$ cat config.mk
export PLATFORM = sky130hd
export DESIGN_NAME = lpc_top
export DESIGN_NICKNAME = d
export VERILOG_FILES = /design/src/core/lpc_pkg.sv /design/src/core/lpc_clk_div.sv /design/src/core/lpc_level_enc.sv /design/src/core/lpc_top.sv
export SDC_FILE = /design/constraint.sdc
export NUM_CORES = 1
export LEC_CHECK = 0
export BUFFER_PORTS_ARGS = -buffer_cell sky130_fd_sc_hd__buf_4
export CORE_ASPECT_RATIO = 0.7
export CORE_MARGIN = 2
export CORE_UTILIZATION = 35
export DETAILED_ROUTE_END_ITERATION = 8
export HOLD_SLACK_MARGIN = 0.02
export PLACE_DENSITY_LB_ADDON = 0.12
export SETUP_SLACK_MARGIN = 0.15
export SYNTH_ARGS = -nofsm -noshare
export SYNTH_HDL_FRONTEND = slang
export SYNTH_SLANG_ARGS = --single-unit
$ cat constraint.sdc
create_clock -name clk -period 3.64 [get_ports clk]
set_input_delay 0.182 -clock clk [delete_from_list [all_inputs] [get_ports clk]]
set_output_delay 0.182 -clock clk [all_outputs]
set_load 0.05 [all_outputs]
$ cat src/core/lpc_pkg.sv
// Notes on behaviour
// - eight-bit control register resets to 0x80
// - top control bit reads one, ignores writes
// - divider power switch turns divider on
// - divider off when stopped or standby
// - display enable runs controller, keeps registers
// - show bit selects RAM or blank data
// - frame clock select picks sub or system division
// - third duty frame runs four thirds faster
// - halted system clock darkens system-divided display
// - boost ties commons together at static, half
// - duty select sets duty and RAM mapping
// - expansion uses top four columns, start column
// - display RAM takes word and byte writes
// - disabled display drops strobes, holds serial data
// - standby floats all expansion pins
// - common level from data, polarity, duty
// - segment level from data, polarity, duty
// - standby withholds subclock, display stops
package lpc_pkg;
    localparam logic [7:0] LPC_CTRL_OFS = 8'h00;
    localparam logic [7:0] LPC_PFC_OFS = 8'h04;
    localparam logic [7:0] LPC_STAT_OFS = 8'h08;
    localparam logic [7:0] LPC_RAM_OFS = 8'h40;
    localparam int LPC_RAM_WORDS = 15;
    localparam int LPC_COMS = 4;
    localparam int LPC_RAM_COLS = 120;
    localparam int LPC_PANEL_COLS = 40;
    localparam int LPC_EXP_FIRST_PIN = 36;
    localparam logic [6:0] LPC_EXP_START_HI = 7'h24;
    localparam logic [6:0] LPC_EXP_START_LO = 7'h00;
    localparam logic [6:0] LPC_EXP_BITS = 7'h50;
    localparam logic [7:0] LPC_CTRL_RESET = 8'h80;
    localparam logic [7:0] LPC_PFC_RESET = 8'h00;
    localparam int LPC_CTRL_FIXED_BIT = 7;

    typedef struct packed {
        logic reserved_one;
        logic divider_power_switch;
        logic display_enable;
        logic show_ram_contents;
        logic [3:0] frame_clock_select;
    } lpc_ctrl_t;

    typedef struct packed {
        logic duty_select_high;
        logic duty_select_low;
        logic backplane_drive_boost;
        logic external_expansion_enable;
        logic [3:0] segment_driver_select;
    } lpc_pfc_t;

    typedef enum logic [1:0] {
        LPC_DUTY_STATIC = 2'h0,
        LPC_DUTY_HALF = 2'h1,
        LPC_DUTY_THIRD = 2'h2,
        LPC_DUTY_QUARTER = 2'h3
    } lpc_duty_t;

    typedef enum logic [1:0] {
        LPC_LVL_VSS = 2'h0,
        LPC_LVL_V1 = 2'h1,
        LPC_LVL_V2 = 2'h2,
        LPC_LVL_V3 = 2'h3
    } lpc_level_t;

    typedef enum logic [3:0] {
        LPC_EXP_IDLE = 4'h1,
        LPC_EXP_LOW = 4'h2,
        LPC_EXP_HIGH = 4'h4,
        LPC_EXP_LATCH = 4'h8
    } lpc_exp_state_t;

    typedef struct packed {
        logic [7:0] address;
        logic read;
        logic write;
        logic [31:0] writedata;
        logic [3:0] byteenable;
    } lpc_avs_req_t;

    typedef struct packed {
        logic serial_out_line;
        logic expansion_latch_strobe;
        logic expansion_shift_strobe;
        logic polarity_toggle;
    } lpc_exp_pins_t;
endpackage

$ cat src/core/lpc_clk_div.sv
module lpc_clk_div (
    input wire logic clk,
    input wire logic rstn,
    input wire logic tick_in,
    input wire logic [3:0] exponent,
    output logic tick_out
);
    logic [7:0] cnt;
    logic [7:0] next_cnt;
    logic [7:0] mask;

    always_comb begin
        mask = 8'((9'h001 << exponent) - 9'h001);
        next_cnt = tick_in ? cnt + 8'h01 : cnt;
        tick_out = tick_in && ((cnt & mask) == mask);
    end

    always_ff @(posedge clk) begin
        if (!rstn) begin
            cnt <= 8'h00;
        end else begin
            cnt <= next_cnt;
        end
    end
endmodule

$ cat src/core/lpc_level_enc.sv
module lpc_level_enc #(
    parameter bit IS_COMMON = 1'b0
) (
    input wire lpc_pkg::lpc_duty_t duty,
    input wire logic data,
    input wire logic polarity,
    output lpc_pkg::lpc_level_t level
);
    import lpc_pkg::*;

    always_comb begin
        if (data) begin
            if (IS_COMMON) begin
                level = polarity ? LPC_LVL_VSS : LPC_LVL_V1;
            end else begin
                level = polarity ? LPC_LVL_V1 : LPC_LVL_VSS;
            end
        end else if (IS_COMMON) begin
            case (duty)
                LPC_DUTY_STATIC: level = polarity ? LPC_LVL_VSS : LPC_LVL_V1;
                // v2 and v3 are strapped together at half duty
                LPC_DUTY_HALF: level = LPC_LVL_V2;
                default: level = polarity ? LPC_LVL_V2 : LPC_LVL_V3;
            endcase
        end else begin
            case (duty)
                LPC_DUTY_STATIC, LPC_DUTY_HALF: begin
                    level = polarity ? LPC_LVL_VSS : LPC_LVL_V1;
                end
                default: level = polarity ? LPC_LVL_V3 : LPC_LVL_V2;
            endcase
        end
    end
endmodule

$ cat src/core/lpc_top.sv
module lpc_top (
    input wire logic clk,
    input wire logic rstn,
    input wire lpc_pkg::lpc_avs_req_t avs,
    output logic [31:0] avs_readdata,
    output logic avs_waitrequest,
    input wire logic standby,
    input wire logic sys_clock_halted,
    input wire logic subclock,
    output logic divider_on,
    output lpc_pkg::lpc_level_t [lpc_pkg::LPC_COMS-1:0] com_level,
    output lpc_pkg::lpc_level_t [lpc_pkg::LPC_PANEL_COLS-1:0] seg_level,
    output logic [lpc_pkg::LPC_PANEL_COLS-1:0] seg_pin_enable,
    output lpc_pkg::lpc_exp_pins_t exp_pins,
    output logic exp_oe
);
    import lpc_pkg::*;

    lpc_ctrl_t ctrl, next_ctrl;
    lpc_pfc_t pfc, next_pfc;
    logic [31:0] ram [LPC_RAM_WORDS];
    logic [31:0] next_ram [LPC_RAM_WORDS];
    logic [31:0] next_readdata, status_word;
    logic next_waitrequest, ram_hit, bus_req;
    logic [7:0] ram_ofs;

    logic sub_meta, sub_sync, sub_prev, sub_edge;
    logic [3:0] ram_idx, sub_exp, sys_exp, low_groups;
    logic sub_tick, sys_tick, src_ok, running, lcd_tick;

    lpc_duty_t duty;
    logic [1:0] phase, next_phase, last_phase, com_idx;
    logic polarity, next_polarity, show_ram_contents_on, next_divider_on;
    logic [LPC_RAM_COLS*LPC_COMS-1:0] ram_flat;
    logic [LPC_COMS-1:0] com_data;
    logic [LPC_PANEL_COLS-1:0] seg_data;
    lpc_level_t [LPC_COMS-1:0] com_lvl, next_com_level;
    lpc_level_t [LPC_PANEL_COLS-1:0] seg_lvl, next_seg_level;
    logic [LPC_PANEL_COLS-1:0] next_seg_pin_enable;

    lpc_exp_state_t exp_state, next_exp_state;
    logic [6:0] bit_cnt, next_bit_cnt, exp_col;
    lpc_exp_pins_t next_exp_pins;
    logic next_exp_oe, exp_bit;
    logic [8:0] exp_idx;

    // register file and display RAM over the bus, one wait state per access
    assign bus_req = avs.read | avs.write;
    assign ram_ofs = avs.address - LPC_RAM_OFS;
    assign ram_idx = ram_ofs[5:2];
    assign ram_hit = (avs.address >= LPC_RAM_OFS) && (ram_idx < 4'(LPC_RAM_WORDS))
                     && (ram_ofs[7:6] == 2'h0);
    assign status_word = {26'h0, exp_state != LPC_EXP_IDLE, show_ram_contents_on, divider_on,
                          polarity, com_idx};

    always_comb begin
        next_ctrl = ctrl;
        next_pfc = pfc;
        next_ram = ram;
        next_readdata = avs_readdata;
        next_waitrequest = 1'b1;
        if (bus_req && avs_waitrequest) begin
            next_waitrequest = 1'b0;
            if (avs.address == LPC_CTRL_OFS) begin
                next_readdata = {24'h0, ctrl};
            end else if (avs.address == LPC_PFC_OFS) begin
                next_readdata = {24'h0, pfc};
            end else if (avs.address == LPC_STAT_OFS) begin
                next_readdata = status_word;
            end else if (ram_hit) begin
                next_readdata = ram[ram_idx];
            end else begin
                next_readdata = 32'h0;
            end
        end else if (avs.write && !avs_waitrequest) begin
            if (avs.address == LPC_CTRL_OFS) begin
                if (avs.byteenable[0]) begin
                    next_ctrl = lpc_ctrl_t'({1'b1, avs.writedata[6:0]});
                end
            end else if (avs.address == LPC_PFC_OFS) begin
                if (avs.byteenable[0]) begin
                    next_pfc = lpc_pfc_t'(avs.writedata[7:0]);
                end
            end else if (ram_hit) begin
                for (int b = 0; b < 4; b++) begin
                    if (avs.byteenable[b]) begin
                        next_ram[ram_idx][8*b +: 8] = avs.writedata[8*b +: 8];
                    end
                end
            end
        end
    end

    always_ff @(posedge clk) begin
        if (!rstn) begin
            ctrl <= lpc_ctrl_t'(LPC_CTRL_RESET);
            pfc <= lpc_pfc_t'(LPC_PFC_RESET);
            avs_readdata <= 32'h0;
            avs_waitrequest <= 1'b1;
        end else begin
            ctrl <= next_ctrl;
            pfc <= next_pfc;
            avs_readdata <= next_readdata;
            avs_waitrequest <= next_waitrequest;
        end
    end

    // RAM holds its contents across reset, like ordinary RAM
    always_ff @(posedge clk) begin
        ram <= next_ram;
    end

    // subclock is a pin, so sync it before edge detection
    always_ff @(posedge clk) begin
        if (!rstn) begin
            sub_meta <= 1'b0;
            sub_sync <= 1'b0;
            sub_prev <= 1'b0;
        end else begin
            sub_meta <= subclock;
            sub_sync <= sub_meta;
            sub_prev <= sub_sync;
        end
    end
    assign sub_edge = sub_sync & ~sub_prev;

    always_comb begin
        // bit 2 is ignored on the subclock side
        if (ctrl.frame_clock_select[1]) begin
            sub_exp = 4'h2;
        end else if (ctrl.frame_clock_select[0]) begin
            sub_exp = 4'h1;
        end else begin
            sub_exp = 4'h0;
        end
        sys_exp = {1'b0, ctrl.frame_clock_select[2:0]} + 4'h1;
    end

    lpc_clk_div u_sub_div (
        .clk(clk),
        .rstn(rstn),
        .tick_in(sub_edge & ~standby),
        .exponent(sub_exp),
        .tick_out(sub_tick)
    );

    lpc_clk_div u_sys_div (
        .clk(clk),
        .rstn(rstn),
        .tick_in(~sys_clock_halted),
        .exponent(sys_exp),
        .tick_out(sys_tick)
    );

    assign src_ok = ctrl.frame_clock_select[3] ? ~sys_clock_halted : ~standby;
    assign running = ctrl.display_enable & ~standby & src_ok;
    assign lcd_tick = running & (ctrl.frame_clock_select[3] ? sys_tick : sub_tick);

    // frame: four ticks per frame, three at third duty to give 4/3 rate
    assign duty = lpc_duty_t'({pfc.duty_select_high, pfc.duty_select_low});
    assign last_phase = (duty == LPC_DUTY_THIRD) ? 2'h2 : 2'h3;

    always_comb begin
        next_phase = phase;
        next_polarity = polarity;
        if (!running) begin
            next_phase = 2'h0;
        end else if (phase > last_phase) begin
            next_phase = 2'h0;
        end else if (lcd_tick) begin
            if (phase == last_phase) begin
                next_phase = 2'h0;
                next_polarity = ~polarity;
            end else begin
                next_phase = phase + 2'h1;
            end
        end
        case (duty)
            LPC_DUTY_STATIC: com_idx = 2'h0;
            LPC_DUTY_HALF: com_idx = {1'b0, phase[1]};
            default: com_idx = phase;
        endcase
    end

    always_comb begin
        for (int w = 0; w < LPC_RAM_WORDS; w++) begin
            ram_flat[32*w +: 32] = ram[w];
        end
    end

    always_comb begin
        for (int k = 0; k < LPC_COMS; k++) begin
            com_data[k] = (2'(k) == com_idx);
            if (pfc.backplane_drive_boost && duty == LPC_DUTY_STATIC) begin
                com_data[k] = 1'b1;
            end else if (pfc.backplane_drive_boost && duty == LPC_DUTY_HALF) begin
                com_data[k] = (2'(k / 2) == com_idx);
            end
        end
        for (int c = 0; c < LPC_PANEL_COLS; c++) begin
            seg_data[c] = ctrl.show_ram_contents
                          && ram_flat[LPC_COMS*c + int'(com_idx)];
        end
    end

    genvar gi;
    generate
        for (gi = 0; gi < LPC_COMS; gi++) begin : g_com
            lpc_level_enc #(.IS_COMMON(1'b1)) u_enc (
                .duty(duty),
                .data(com_data[gi]),
                .polarity(polarity),
                .level(com_lvl[gi])
            );
        end
        for (gi = 0; gi < LPC_PANEL_COLS; gi++) begin : g_seg
            lpc_level_enc #(.IS_COMMON(1'b0)) u_enc (
                .duty(duty),
                .data(seg_data[gi]),
                .polarity(polarity),
                .level(seg_lvl[gi])
            );
        end
    endgenerate

    always_comb begin
        low_groups = pfc.segment_driver_select[3] ?
                     (4'h8 + {3'h0, pfc.segment_driver_select[0]}) :
                     {1'b0, pfc.segment_driver_select[2:0]};
        for (int c = 0; c < LPC_PANEL_COLS; c++) begin
            if (c >= LPC_EXP_FIRST_PIN) begin
                next_seg_pin_enable[c] = ~pfc.external_expansion_enable;
            end else begin
                next_seg_pin_enable[c] = (4'(c / 4) < low_groups);
            end
        end
        // a stopped panel is parked at vss so no dc builds up
        next_com_level = com_lvl;
        next_seg_level = seg_lvl;
        if (!show_ram_contents_on) begin
            next_com_level = '{default: LPC_LVL_VSS};
            next_seg_level = '{default: LPC_LVL_VSS};
        end
        next_divider_on = ctrl.divider_power_switch & ctrl.display_enable
                          & ~standby;
    end

    always_ff @(posedge clk) begin
        if (!rstn) begin
            phase <= 2'h0;
            polarity <= 1'b0;
            show_ram_contents_on <= 1'b0;
            com_level <= '{default: LPC_LVL_VSS};
            seg_level <= '{default: LPC_LVL_VSS};
            seg_pin_enable <= '0;
            divider_on <= 1'b0;
        end else begin
            phase <= next_phase;
            polarity <= next_polarity;
            show_ram_contents_on <= running;
            com_level <= next_com_level;
            seg_level <= next_seg_level;
            seg_pin_enable <= next_seg_pin_enable;
            divider_on <= next_divider_on;
        end
    end

    // serial expansion; a slot tick that comes mid-burst is skipped
    assign exp_col = bit_cnt + ((pfc.segment_driver_select == 4'h0) ?
                     LPC_EXP_START_LO : LPC_EXP_START_HI);
    assign exp_idx = {exp_col, 2'h0} + {7'h0, com_idx};
    assign exp_bit = ctrl.show_ram_contents && ram_flat[exp_idx];

    always_comb begin
        next_exp_state = exp_state;
        next_bit_cnt = bit_cnt;
        next_exp_pins = exp_pins;
        next_exp_oe = ~standby & pfc.external_expansion_enable;
        if (!ctrl.display_enable) begin
            next_exp_state = LPC_EXP_IDLE;
            next_exp_pins.expansion_latch_strobe = 1'b0;
            next_exp_pins.expansion_shift_strobe = 1'b0;
            next_exp_pins.polarity_toggle = 1'b0;
        end else begin
            next_exp_pins.polarity_toggle = polarity;
            next_exp_pins.expansion_latch_strobe = 1'b0;
            next_exp_pins.expansion_shift_strobe = 1'b0;
            case (exp_state)
                LPC_EXP_IDLE: begin
                    if (lcd_tick && pfc.external_expansion_enable) begin
                        next_exp_state = LPC_EXP_LOW;
                        next_bit_cnt = 7'h00;
                    end
                end
                LPC_EXP_LOW: begin
                    next_exp_pins.serial_out_line = exp_bit;
                    next_exp_state = LPC_EXP_HIGH;
                end
                LPC_EXP_HIGH: begin
                    next_exp_pins.expansion_shift_strobe = 1'b1;
                    if (bit_cnt == LPC_EXP_BITS - 7'h01) begin
                        next_exp_state = LPC_EXP_LATCH;
                    end else begin
                        next_bit_cnt = bit_cnt + 7'h01;
                        next_exp_state = LPC_EXP_LOW;
                    end
                end
                LPC_EXP_LATCH: begin
                    next_exp_pins.expansion_latch_strobe = 1'b1;
                    next_exp_state = LPC_EXP_IDLE;
                end
                default: next_exp_state = LPC_EXP_IDLE;
            endcase
        end
    end

    always_ff @(posedge clk) begin
        if (!rstn) begin
            exp_state <= LPC_EXP_IDLE;
            bit_cnt <= 7'h00;
            exp_pins <= '0;
            exp_oe <= 1'b0;
        end else begin
            exp_state <= next_exp_state;
            bit_cnt <= next_bit_cnt;
            exp_pins <= next_exp_pins;
            exp_oe <= next_exp_oe;
        end
    end
endmodule

==> impl_metrics.ini <==
[floorplanning]
rows = 91
ios = 218
die_area_um2 = 91500
die_x_um = 361
initial_core_util_pct = 35.4
core-area_um2 = 88100
die_y_um = 254

[worst_setup_path]
cp_num_buf_inv = 1
crit_path_start_kind = register
path_class = register to register
critPathTopFamily = compound AO/OA/AOI/OAI gates
crit_arrival_ps = 3930
worstPathCellList = o21a_1 > or2_4 > buf_4 > o21ai_0 > o22ai_1 > o311ai_0 > a21oi_1 > a221o_1 > nand4_1 > a21oi_1
cp_slowest_stage_delay_ps = 750
crit_required_ps = 4180
ff2ff_path_depth = 10
rrSetupSlack_ps = 250
crit_slowest_cell = o311ai_0
r2r_start = duty[1]$_SDFFE_PN0P_
critPathCaptureType = register
worstPathMaxFanout = 24
r2r_end = exp_pins[3]$_SDFFE_PN0P_
cpMostUsedCell = a21oi_1

[min_path]
whs_path_depth = 2
hold_start = avs[28]
hold_path.class = primary input to register
min_to = ram[280]$_DFFE_PP_

[clock_network]
cts.path.max_buffers = 3
clock-root-buffer = clkbuf_16
cts_max_level = 3
postCtsSetupBuffers = 0
cts_sinks = 660
clock_latency_ps = 640
cts.reportedPaths.clkPinSlew_ps = 80
cts_hold_buf = 37
numCtsBuffers = 69
cts_tree = built
cts_resized = 0

[yosys]
synth_top_cell_by_area = edfxtp_1
netlist.area_leader.share_pct = 46.3
ys.warnings.count = 0
synth-seq-cells = 660
syn_nets = 2507
synth_sequential_area_ratio_pct = 57.8
synth-async-reset-ratio_pct = 0
yosysMostFrequentCell = edfxtp_1
synth_ff_type = edfxtp_1
avgSynthCellArea_um2 = 12.7
synthTopCellsByArea = edfxtp_1, dfxtp_1, mux4_2
synthTopCellsByCount = edfxtp_1, nor2_1, dfxtp_1
syn-cell-area_um2 = 31200
syn_inst = 2448
synth_edf_count = 480
synth_cell_type_count = 77

[power_and_ir_drop]
ir_drop_uv = 318
p_per_area_nw_per_um2 = 434
p_leak_nw = 12.5

[placed_design]
dp_cells = 3736
globalplace.congestion = 0.930
place_area_um2 = 34400
io_buffers = 217
dp_hpwl_um = 89700

[timing]
relSlewSlack_pct = 8.36
fmax_mhz = 295
fin_worst_skew_ps = 37.5
drv_slew = 0
holdWs_ps = 50.2
setup_tns_ps = 0
finalHoldViolations = 0
worstMarginPinSlew_ps = 1360
setup_violations = 0
rsz0062_at_grt = false
fin_crit_ps = 3390
min_period_over_period_pct = 93.2

[global_route]
grt.overflow.total = 0
antenna_found_initial = 4
grt_pass1_wl_um = 172000
grt_pass1_vias = 22400
grt_max_degree = 65
grt_usage_pct = 26.1

[cells_and_area]
fin_area_um2 = 37000
antenna_cells = 0
drive_above_1_share_pct = 23.3
regArea_um2 = 18000
area_growth_pct = 18.9
finish.net_count = 2744
multiInputGateArea_um2 = 11900
fin_cells = 3903
n_fill_cell = 8240
fin_util_pct = 42.0

[run]
max-cap-violations = 0

[routing]
dr_total_vias = 23400
drtIter0Drc = 3118
viasPerCell = 5.98
wire_per_inst_um = 31.2
dr.pass1.iters = 5
ant_nets = 0
routed_wl_um = 122000
drc = 0

[run_status]
status = completed
==> registers in the layout, summed over array words and instances, names as in the netlist, 7 cells and up <==
register and cells:
ctrl 7, seg_level 80, u_sys_div.cnt 8, seg_pin_enable 10
ram 480, avs_readdata 32, bit_cnt 7, com_level 8
==> final cells by class <==
cell class / instances / area share (%)
inverter: 43 / 0.436
clock buffer: 94 / 5.38
multi-input combinational: 1512 / 32.1
timing repair buffer: 399 / 8.71
tap: 1162 / 3.92
sequential: 660 / 48.7
clock inverter: 33 / 0.733
==> logic make-up after synthesis <==
kind of cell    synth area share (%)
xor+xnor                        1.66
simple gates                    9.41
compound gates                  11.5
mux                             15.2
buf+inv                         4.06
flops                           57.8
other cells                   0.0120
fa+ha+maj                      0.321
==> worst reg2reg max path, delay by kind of cell (launching register included) <==
| kind | cells | cell delay, ps |
|---|---|---|
| AND/OR/NAND/NOR | 2 | 490 |
| flip-flops | 1 | 460 |
| AO/OA/AOI/OAI | 7 | 2060 |
| buffers and inverters | 1 | 260 |
==> how the worst max path moves through the flow <==
stage / end / cells after the start / startpoint / slack (ps)
2_1_floorplan: ram[280]$_DFFE_PP_ / 9 / avs[41] / 800
5_1_grt: exp_pins[3]$_SDFFE_PN0P_ / 12 / duty[1]$_SDFFE_PN0P_ / 210
3_5_place_dp: exp_pins[3]$_SDFFE_PN0P_ / 10 / phase[0]$_SDFFE_PP0P_ / 360
4_1_cts: exp_pins[3]$_SDFFE_PN0P_ / 10 / duty[1]$_SDFFE_PN0P_ / 340
3_3_place_gp: exp_pins[3]$_SDFFE_PN0P_ / 9 / duty[1]$_SDFFE_PN0P_ / 450
6_report: exp_pins[3]$_SDFFE_PN0P_ / 10 / duty[1]$_SDFFE_PN0P_ / 250
==> cell usage in the layout, fill, tap and decap left out, drive strengths merged, types with 94 or more instances in the layout <==
master | synthesis | final
buf | 112 | 362
mux2i | 165 | 165
clkbuf | 121 | 94
mux4 | 130 | 130
edfxtp | 480 | 480
nor2 | 187 | 187
and2 | 120 | 120
nand2 | 113 | 113
a21oi | 169 | 169
dfxtp | 180 | 180
==> report_power, final <==
group          internal [mW]  switching, mW  leakage [nW]
sequential              8.05         0.0170          5.58
clock                   4.08           3.10          1.11
combinational          0.300          0.534          5.83
==> stage by stage <==
step	setup WS, ps	total power, mW
after global routing	214	16.5
final	248	16.1
after global placement	453	9.02
after detailed placement	358	9.03
after floorplan	798	8.65
after CTS	337	16.2
==> layer usage <==
layer | GRT usage, % | part of all wire, % | vias up
met5 | 0 | 0.035 | -
met4 | 5.67 | 2.0 | 6
met3 | 6.57 | 10 | 159
met2 | 37.5 | 42 | 1310
met1 | 39.4 | 46 | 12000
li1 | - | - | 9860
Power figures use the tool's default switching activity.
